<file path="src/hw/rwc_pkg.sv">
/*
  Shared constants and types for the reset, wake and configuration sequencer.
  Assumes a 125 MHz system clock and a 14-bit program address.
*/
package rwc_pkg;
  // System clock period in nanoseconds
  localparam int ClkPeriodNs = 8;
  // Power-up delay, nominal, in milliseconds
  localparam int PowerUpDelayMs = 64;
  // Power-up delay in clock cycles
  localparam int PowerUpDelayCycles = PowerUpDelayMs * 1000000 / ClkPeriodNs;
  // Oscillator start-up count in oscillator cycles
  localparam int OscStartupCycles = 1024;
  // Configuration word location
  localparam logic [13:0] ConfigWordAddr = 14'h2007;
  // Configuration space bounds
  localparam logic [13:0] ConfigSpaceLow = 14'h2000;
  localparam logic [13:0] ConfigSpaceHigh = 14'h3FFF;
  // Value of the configuration word after reset (all unprogrammed)
  localparam logic [13:0] ConfigResetValue = 14'h3FFF;
  // Field positions inside the configuration word
  localparam int BrownoutSelLsb = 8;
  localparam int PowerUpEnableBit = 4;
  localparam int OscSelLsb = 0;
  // Brown-out selection encodings
  localparam logic [1:0] BrownoutAlways = 2'h3;
  localparam logic [1:0] BrownoutAwake = 2'h2;
  localparam logic [1:0] BrownoutSoftware = 2'h1;
  localparam logic [1:0] BrownoutOff = 2'h0;
  // Oscillator selection values that name crystal modes
  localparam logic [2:0] OscLowPowerCrystal = 3'h0;
  localparam logic [2:0] OscCrystal = 3'h1;
  localparam logic [2:0] OscHighSpeed = 3'h2;

  // Sequencer states, Gray coded along the start-up path
  typedef enum logic [2:0] {
    ST_HOLD = 3'h0,
    ST_POWERUP = 3'h1,
    ST_OSCWAIT = 3'h3,
    ST_RUN = 3'h2,
    ST_SLEEP = 3'h6
  } rwc_state_type;
endpackage

</file>
<file path="src/hw/rwc_cfg_if.sv">
/*
  Interface carrying the decoded configuration options between the word store
  and the sequencer. Assumes both ends share the system clock.
*/
`timescale 1ns/100ps
interface rwc_cfg_if;
  // Brown-out selection field
  logic [1:0] brownoutSelectField;
  // Power-up delay enabled
  logic powerUpEnable;
  // Oscillator selection
  logic [2:0] oscSelect;
  // Raw word
  logic [13:0] configWord;
  modport store (output brownoutSelectField, output powerUpEnable, output oscSelect,
    output configWord);
  modport user (input brownoutSelectField, input powerUpEnable, input oscSelect,
    input configWord);
endinterface

</file>
<file path="src/hw/rwc_sequencer.sv">
/*
  Reset, wake and configuration sequencer: holds the core in reset through
  power-on, power-up delay, oscillator start-up and brown-out, and ends sleep.
  Assumes pins and oscillator status arrive asynchronously to clk.
*/
// Notes on behaviour
// - Power-up delay only after power-on or brown-out
// - Crystal modes wait for oscillator start-up
// - Brown-out resets, using power-up delay
// - Wake on reset pin, watchdog, interrupt
// - Programmed bit reads 0, unprogrammed 1
// - Configuration word lives at 2007h
// - Config space only in programming mode
// - Brown-out field decode: 11,10,01,00
`timescale 1ns/100ps
module rwc_sequencer #(
  parameter int PowerUpCycles = rwc_pkg::PowerUpDelayCycles,
  parameter int OscCycles = rwc_pkg::OscStartupCycles
) (
  input wire logic clk,
  input wire logic arst_n,
  input wire logic powerOnPulse,
  input wire logic brownoutDetect,
  input wire logic externalReset_n,
  input wire logic oscClockTick,
  input wire logic watchdog_wake_source,
  input wire logic interruptWake,
  input wire logic sleepRequest,
  input wire logic software_brownout_enable,
  input wire logic progMode,
  input wire logic progWrite,
  input wire logic [13:0] progAddr,
  input wire logic [13:0] progWriteData,
  output logic [13:0] progReadData,
  output logic coreReset,
  output logic sleeping,
  output logic brownout_reset_source,
  output logic [1:0] brownout_select_field
);
  // Decoded configuration
  rwc_cfg_if cfg ();
  logic [13:0] progData;

  // Configuration word store
  rwc_config_store u_store (
    .clk(clk),
    .arst_n(arst_n),
    .progMode(progMode),
    .progWrite(progWrite),
    .progAddr(progAddr),
    .progWriteData(progWriteData),
    .progReadData(progData),
    .cfg(cfg)
  );

  // Synchroniser chains for asynchronous inputs
  logic [5:0] sync1_reg;
  logic [5:0] sync2_reg;
  logic oscTickPrev_reg;
  logic porSync;
  logic borSync;
  logic extSync_n;
  logic oscSync;
  logic wdtSync;
  logic intSync;

  // Two flip-flops per input
  always_ff @(posedge clk or negedge arst_n) begin
    if (!arst_n) begin
      sync1_reg <= 6'h04;
      sync2_reg <= 6'h04;
      oscTickPrev_reg <= 1'b0;
    end else begin
      sync1_reg <= {interruptWake, watchdog_wake_source, oscClockTick, externalReset_n,
        brownoutDetect, powerOnPulse};
      sync2_reg <= sync1_reg;
      oscTickPrev_reg <= sync2_reg[3];
    end
  end

  assign porSync = sync2_reg[0];
  assign borSync = sync2_reg[1];
  assign extSync_n = sync2_reg[2];
  assign oscSync = sync2_reg[3] && !oscTickPrev_reg;
  assign wdtSync = sync2_reg[4];
  assign intSync = sync2_reg[5];

  // State and counters
  rwc_pkg::rwc_state_type state_reg;
  rwc_pkg::rwc_state_type state_next;
  logic [31:0] count_reg;
  logic [31:0] count_next;
  // Power-up delay armed by power-on or brown-out, never by the pin
  logic borArmed_reg;
  logic borArmed_next;
  logic borEnable;
  logic isCrystal;
  logic borHit;
  logic coreReset_reg;
  logic coreReset_next;
  logic sleeping_reg;
  logic sleeping_next;
  logic borFlag_reg;
  logic borFlag_next;

  // Brown-out enable and crystal decode
  always_comb begin
    case (cfg.brownoutSelectField)
      rwc_pkg::BrownoutAlways: borEnable = 1'b1;
      rwc_pkg::BrownoutAwake: borEnable = (state_reg != rwc_pkg::ST_SLEEP);
      rwc_pkg::BrownoutSoftware: borEnable = software_brownout_enable;
      default: borEnable = 1'b0;
    endcase
    isCrystal = (cfg.oscSelect == rwc_pkg::OscLowPowerCrystal)
      || (cfg.oscSelect == rwc_pkg::OscCrystal)
      || (cfg.oscSelect == rwc_pkg::OscHighSpeed);
    borHit = borEnable && borSync;
  end

  // Sequencer next state
  always_comb begin
    state_next = state_reg;
    count_next = count_reg;
    borArmed_next = borArmed_reg;
    borFlag_next = borFlag_reg;
    if (porSync) begin
      // Power-on restarts and arms the delay
      state_next = rwc_pkg::ST_HOLD;
      borArmed_next = 1'b1;
      borFlag_next = 1'b0;
      count_next = 32'h0;
    end else if (borHit) begin
      state_next = rwc_pkg::ST_HOLD;
      borArmed_next = 1'b1;
      borFlag_next = 1'b1;
      count_next = 32'h0;
    end else if (!extSync_n) begin
      // External reset: no power-up delay
      state_next = rwc_pkg::ST_HOLD;
      borArmed_next = 1'b0;
      count_next = 32'h0;
    end else begin
      case (state_reg)
        rwc_pkg::ST_HOLD: begin
          // Delay only after power-on or brown-out
          // The pin clears the arm, so a pin reset never waits
          if (cfg.powerUpEnable && borArmed_reg) begin
            state_next = rwc_pkg::ST_POWERUP;
          end else begin
            state_next = rwc_pkg::ST_OSCWAIT;
          end
          count_next = 32'h0;
        end
        rwc_pkg::ST_POWERUP: begin
          if (count_reg >= 32'(PowerUpCycles - 1)) begin
            state_next = rwc_pkg::ST_OSCWAIT;
            count_next = 32'h0;
            borArmed_next = 1'b0;
          end else begin
            count_next = count_reg + 32'h1;
          end
        end
        rwc_pkg::ST_OSCWAIT: begin
          if (!isCrystal || count_reg >= 32'(OscCycles)) begin
            state_next = rwc_pkg::ST_RUN;
            count_next = 32'h0;
          end else if (oscSync) begin
            count_next = count_reg + 32'h1;
          end
        end
        rwc_pkg::ST_RUN: begin
          if (sleepRequest) begin
            state_next = rwc_pkg::ST_SLEEP;
          end
        end
        rwc_pkg::ST_SLEEP: begin
          if (wdtSync || intSync) begin
            state_next = rwc_pkg::ST_RUN;
          end
        end
        default: state_next = rwc_pkg::ST_HOLD;
      endcase
    end
    // Core runs only in run or sleep
    coreReset_next = !(state_next == rwc_pkg::ST_RUN || state_next == rwc_pkg::ST_SLEEP);
    sleeping_next = (state_next == rwc_pkg::ST_SLEEP);
  end

  // Register the sequencer
  always_ff @(posedge clk or negedge arst_n) begin
    if (!arst_n) begin
      state_reg <= rwc_pkg::ST_HOLD;
      count_reg <= 32'h0;
      // Release of the reset input counts as a power-on
      borArmed_reg <= 1'b1;
      borFlag_reg <= 1'b0;
      coreReset_reg <= 1'b1;
      sleeping_reg <= 1'b0;
      progReadData <= 14'h0000;
      brownout_select_field <= 2'h3;
    end else begin
      state_reg <= state_next;
      count_reg <= count_next;
      borArmed_reg <= borArmed_next;
      borFlag_reg <= borFlag_next;
      coreReset_reg <= coreReset_next;
      sleeping_reg <= sleeping_next;
      progReadData <= progData;
      brownout_select_field <= cfg.brownoutSelectField;
    end
  end

  assign coreReset = coreReset_reg;
  assign sleeping = sleeping_reg;
  assign brownout_reset_source = borFlag_reg;
endmodule

</file>
<file path="src/hw/rwc_config_store.sv">
/*
  Configuration word store, reset to all unprogrammed, reachable only in programming mode.
  Assumes the programmer port is synchronous to clk.
*/
`timescale 1ns/100ps
module rwc_config_store (
  input wire logic clk,
  input wire logic arst_n,
  input wire logic progMode,
  input wire logic progWrite,
  input wire logic [13:0] progAddr,
  input wire logic [13:0] progWriteData,
  output logic [13:0] progReadData,
  rwc_cfg_if.store cfg
);
  // Stored word; a programmed bit holds 0
  logic [13:0] word_reg;
  logic [13:0] word_next;
  logic [13:0] rdata_reg;
  logic [13:0] rdata_next;
  logic hit;

  // Next word and read data
  always_comb begin
    hit = progMode && (progAddr >= rwc_pkg::ConfigSpaceLow)
      && (progAddr <= rwc_pkg::ConfigSpaceHigh);
    word_next = word_reg;
    rdata_next = rdata_reg;
    if (hit && progAddr == rwc_pkg::ConfigWordAddr) begin
      if (progWrite) begin
        word_next = progWriteData;
      end
      rdata_next = word_reg;
    end else if (hit) begin
      // Other config locations read unprogrammed
      rdata_next = rwc_pkg::ConfigResetValue;
    end else begin
      rdata_next = 14'h0000;
    end
  end

  // Register stage
  always_ff @(posedge clk or negedge arst_n) begin
    if (!arst_n) begin
      word_reg <= rwc_pkg::ConfigResetValue;
      rdata_reg <= 14'h0000;
    end else begin
      word_reg <= word_next;
      rdata_reg <= rdata_next;
    end
  end

  assign progReadData = rdata_reg;
  assign cfg.configWord = word_reg;
  assign cfg.brownoutSelectField = word_reg[rwc_pkg::BrownoutSelLsb +: 2];
  assign cfg.powerUpEnable = ~word_reg[rwc_pkg::PowerUpEnableBit];
  assign cfg.oscSelect = word_reg[rwc_pkg::OscSelLsb +: 3];
endmodule

</file>
<file path="config.mk">
export PLATFORM = sky130hd
export DESIGN_NAME = rwc_sequencer
export DESIGN_NICKNAME = d
export VERILOG_FILES = /design/src/hw/rwc_pkg.sv /design/src/hw/rwc_cfg_if.sv /design/src/hw/rwc_sequencer.sv /design/src/hw/rwc_config_store.sv
export SDC_FILE = /design/constraint.sdc
export NUM_CORES = 1
export LEC_CHECK = 0
export BUFFER_PORTS_ARGS = -buffer_cell sky130_fd_sc_hd__buf_2
export CAP_MARGIN = 25
export CORE_MARGIN = 2
export CORE_UTILIZATION = 52
export DETAILED_ROUTE_END_ITERATION = 6
export PLACE_DENSITY_LB_ADDON = 0.08
export SLEW_MARGIN = 20
export SYNTH_ARGS = -nofsm -noshare
export SYNTH_HDL_FRONTEND = slang
export SYNTH_SLANG_ARGS = --single-unit
</file>
<file path="constraint.sdc">
create_clock -name clk -period 4.4 [get_ports clk]
set_input_delay 1.1 -clock clk [delete_from_list [all_inputs] [get_ports clk]]
set_output_delay 1.1 -clock clk [all_outputs]
set_load 0.03 [all_outputs]
</file>
# Word-level counts from Yosys, hierarchy flattened
# Cells that the tools add are included.
[word_totals] output_inout_bits=19 reg_bits=96 in_bits=40
[op_classes] addsub=1 n_mux=26 magnitude_cmp=4 bitwise_logic=1 eq_ne=17 n_reduce_logical=20
[ops] operator="32-bit two-way mux" n=6
[ops] operator="32-bit case mux with 3 select lines" n=1
[ops] operator="32-bit by 1-bit adder with 32-bit output (second input constant)" n=1
[ops] operator="32-bit by 11-bit >= comparator with 1-bit output (second input constant)" n=1
[ops] operator="32-bit by 23-bit >= comparator with 1-bit output (second input constant)" n=1
[ops] operator="14-bit two-way mux" n=2
[ops] operator="3-bit two-way mux" n=7
[ops] operator="3-bit case mux with 5 select lines" n=1
[ops] operator="14-bit equality test (second input constant)" n=1
[ops] operator="14-bit >= comparator (second input constant)" n=1
[ops] operator="14-bit <= comparator (second input constant)" n=1
[ops] operator="3-bit by 2-bit equality test with 1-bit output (second input constant)" n=4
[ops] operator="4-bit by 2-bit != test with 1-bit output (second input constant)" n=2
[ops] operator="1-bit two-way mux" n=7
[ops] operator="3-bit by 1-bit equality test with 1-bit output (second input constant)" n=2
[ops] operator="3-bit equality test (second input constant)" n=2
[ops] operator="1-bit logical AND" n=6
[ops] operator="3-bit zero test" n=2
[ops] operator="6-bit by 2-bit != test with 1-bit output (second input constant)" n=1
[ops] operator="6-bit != test (second input constant)" n=1
[ops] operator="2-bit AND reduction" n=3
[ops] operator="1-bit logical OR" n=5
[ops] operator="2-bit equality test (second input constant)" n=2
[ops] operator="1-bit zero test" n=3
[ops] operator="6 further kinds" n=6

# Depth between registers and ports, before layout
[logic_depth] ltp_word=13 mapped_depth=10 ltp_nobuf=8

# Cells and area by module
# Synthesis repeated with hierarchy kept, for this count alone.
[hier_totals] hier_cells=369 hier_area_um2=4244.1
[modules_own_cells] module="rwc_sequencer" instances=1 area_each_um2=2946.6 seq_area_each_um2=1709.1 cells_each=280
[modules_own_cells] module="rwc_config_store" instances=1 area_each_um2=1297.5 seq_area_each_um2=718.2 cells_each=89

# Least setup slack after synthesis
# Ideal clock, no wire load.
[synth_path] kind="input port to flip-flop" start="input port software_brownout_enable" end="register count_reg[8]" path_slack_ns=1.908 path_stages=7 setup_ns=0.076 arrival_ns=2.416 path_buffers=1 cell_sequence="a21oi_1 a311oi_1 or3b_1 nor3_1 clkbuf_1 o211ai_1 o21ai_1"
[synth_between] elab_chain_cells=4 elab_cells_between_ends=7
[synth_rtl] item="start, declared" line_no="rwc_sequencer.sv:29" source="input wire logic software_brownout_enable,"
[synth_rtl] item="1-bit case mux with 3 select lines (*)" line_no="rwc_sequencer.sv:108" source="case (cfg.brownoutSelectField)"
[synth_rtl] item="1-bit logical AND (*)" line_no="rwc_sequencer.sv:117" source="borHit = borEnable && borSync;"
[synth_rtl] item="6-bit by 2-bit != test with 1-bit output (no source line), or another cell as far along"
[synth_rtl] item="2-bit AND reduction (no source line) or 32-bit two-way mux (tied branches)"
[synth_rtl] item="end signal, assigned" line_no="rwc_sequencer.sv:203" source="count_reg <= count_next;"
[synth_rtl] item="end, declared" line_no="rwc_sequencer.sv:91" source="logic [31:0] count_reg;"
# Every way passes the cells marked *; elsewhere a longest branch is shown, timed or not.
# A chain may end at the register's enable or synchronous reset.

# Final worst setup path
[layout_path] start="input port software_brownout_enable" end="register count_reg[7]"
# Same word-level chain as after synthesis.

==> impl_metrics.csv <==
group,metric,value,unit
pwr,power_leakage,2.15,nW
sta,skew,9.82,ps
status,status,"completed",
worst_hold_path,hp-start,"u_store.progReadData[2]",
yosys,syn_nets,418,
route,totalWireLength,7940,µm
sta,worstMarginPinSlew,901,ps
route,drc_errors,0,
cts,clock-root-buffer,"clkbuf_8",
cts,clk_path_buf_depth,2,
floorplan,core,7610,µm²
sta,max_slew_margin,0.400,
sta,rsz0062_at_grt,"false",
cts,clock-sinks,96,
route,drtIter0Drc,179,
cells_and_area,stdcell_count,541,
pwr,ir_drop,0.202,mV
cells_and_area,largest_register_ffs,32,
cells_and_area,num_antenna_cells,0,
worst_setup_path,r2r_end,"count_reg[15]",
global_routing,antenna_found_initial,0,
worst_setup_path,critPathSlowestCell,"nor3_2",
sta,setup_viol,0,
yosys,ys.warnings.count,0,
cts,cts_setup_buffers,0,
worst_setup_path,cp-end-kind,"register",
floorplan,die_h,92.0,µm
cts,clk_pin_slew,100,ps
sta,min_period_over_period,0.646,
run,drv_cap,0,
route,ant_nets,0,
place,dpl.hpwl,5310,µm
route,wl_per_cell,14.7,µm
cells_and_area,syn2layout_area_growth,14.4,%
global_routing,grt.total_usage,0.202,
place,place.gp.congestion,0.855,
worst_setup_path,critPathMaxFanout,15,
worst_setup_path,reg2reg_slack,1710,ps
yosys,syn_avg_cell_area,10.7,µm²
worst_setup_path,reg2reg_depth,7,
place,port-buffer-count,58,
cts,clkLatencyLatePin,360,ps
worst_setup_path,startpoint_type,"primary input",
yosys,synth_seq_cells,96,
sta,fmax,352,MHz
route,via_count,3018,
sta,tns,0,ps
route,vias_per_cell,5.58,
sta,fin_crit,2840,ps
cells_and_area,finish.utilization,0.605,
cells_and_area,nFillCells,657,
sta,drv_slew,0,
worst_setup_path,worstSetupPathType,"primary input to register",
route,first_pass_iters,4,
yosys,async_reset_ff_frac,1.00,
worst_hold_path,min_to,"progReadData[2]",
worst_setup_path,critPathMaxStageDelay,650,ps
yosys,synth_enable_flop_cells,0,
cts,cts.repair.resized,0,
floorplan,die-area,8460,µm²
floorplan,fp.dieW,92.0,µm
floorplan,ios,59,
sta,finalHoldViolations,0,
worst_setup_path,worstPathRequired,4700,ps
global_routing,globalRouteMet1Util,0.278,
cells_and_area,multi_input_area,1400,µm²
floorplan,start_util,0.529,
place,placed_cells,525,
cts,htree_levels,3,
global_routing,grt_pass1_wl,13700,µm
yosys,netlist_instances,376,
global_routing,grt_max_degree,76,
yosys,yosysSeqAreaShare,0.603,
global_routing,busiest_layer,"met2",
cts,cts_buffers,9,
cts,tritoncts,"yes",
worst_setup_path,cp.arrival,3140,ps
global_routing,first_global_vias,2955,
pwr,power,1.62,mW
yosys,yosys.cell_types.count,46,
cts,postCtsHoldBufs,0,
cells_and_area,drive_above_1_share,0.273,
global_routing,grt-ovfl-total,0,
global_routing,use_met3,0.0411,
cells_and_area,ff_latch_area,2430,µm²
worst_setup_path,cp_cell_sequence,"buf_2 -> a21oi_1 -> a311oi_1 -> or3b_1 -> nor3_2 -> buf_4 -> nand4_1 -> nand3_1",
worst_hold_path,hold_depth,0,
cells_and_area,fin_nets,476,
pwr,p_per_area,351,nW/µm²
yosys,synthesis.area,4020,µm²
worst_setup_path,worstReg2RegStart,"count_reg[16]",
floorplan,rows,32,
yosys,synth_ff_type,"dfrtp_1",
worst_hold_path,hold_class,"register to register",
global_routing,gr-usage-met2,0.319,
layout by cell type, fill, tap and decap left out, drive strengths merged, types with 4 or more instances in the layout:
cell type and count:
a21oi 4, a31oi 6, and2 11, and3 6, buf 63, clkbuf 9
dfrtp 76, dfstp 20, inv 29, mux2 15, nand2 31, nand3 42
nand4 21, nand4b 4, nor2 29, nor3 12, nor4 4, o211ai 5
o21ai 24
cells by family (layout without fill, tap and decap cells):
logic type               count (synthesis)  in the layout  synth area share
multiplexers                            15             15            0.0420
flip-flops                              96             96             0.603
AND/OR/NAND/NOR                        176            176             0.230
buffers and inverters                   41            104            0.0491
AO/OA/AOI/OAI                           46             46            0.0697
adder cells (fa/ha/maj)                  2              2           0.00622
critical path: cells and delay by family:
kind	cells	cell delay, ps
compound gates	2	290
simple gates	4	1320
buf+inv	2	430
routing by layer:
metal,wire length (µm),vias to the layer above,part of all wire
met1,3690,1496,0.46
met4,100,0,0.013
li1,-,1446,-
met3,458,6,0.058
met5,0,-,0
met2,3690,70,0.46
Yosys cell counts (4+ instances only):
library cell | n | area, µm²
inv_1 | 24 | 90.1
nand4b_1 | 4 | 35.0
a21oi_1 | 4 | 20.0
dfrtp_1 | 76 | 1900
and2_1 | 11 | 68.8
o21ai_0 | 18 | 90.1
nand4_1 | 21 | 131
buf_6 | 4 | 45.0
nor2_1 | 29 | 109
o211ai_1 | 5 | 37.5
and3_1 | 6 | 37.5
a31oi_1 | 6 | 37.5
nand3_1 | 42 | 210
dfstp_2 | 20 | 526
o21ai_1 | 5 | 25.0
buf_2 | 5 | 25.0
clkbuf_1 | 4 | 15.0
nor3_1 | 12 | 60.1
nand2_1 | 31 | 116
mux2_2 | 15 | 169
area by class of cell:
type                       instances  share of cell area
timing repair buffer              63              0.0718
clock buffer                       9              0.0269
tap                              102              0.0277
sequential                        96               0.527
inverter                          25              0.0204
clock inverter                     7              0.0212
multi-input combinational        239               0.305
metrics by stage:
| stage | setup slack, ps | instance area, µm² | hold WS (ps) |
|---|---|---|---|
| floorplan | 1910 | 4020 | 331 |
| global placement | 1210 | 4380 | 331 |
| detailed placement | 1200 | 4380 | 336 |
| CTS | 1590 | 4600 | 352 |
| global route | 1370 | 4600 | 356 |
| finish | 1560 | 4600 | 352 |
power by group:
group	internal [mW]	switching (mW)	total, mW
logic	0.0283	0.0585	0.0868
clock network	0.280	0.336	0.616
registers	0.905	0.00768	0.913
worst max path at each step:
stage | start | endpoint | slack [ps]
floorplan | software_brownout_enable | count_reg[8] | 1910
finish | software_brownout_enable | count_reg[7] | 1560
global route | progAddr[7] | u_store.cfg.configWord[11] | 1370
global placement | progAddr[12] | u_store.cfg.configWord[9] | 1210
CTS | software_brownout_enable | count_reg[7] | 1590
detailed placement | software_brownout_enable | count_reg[7] | 1200
Note: power is estimated with default switching activity, not from simulation.
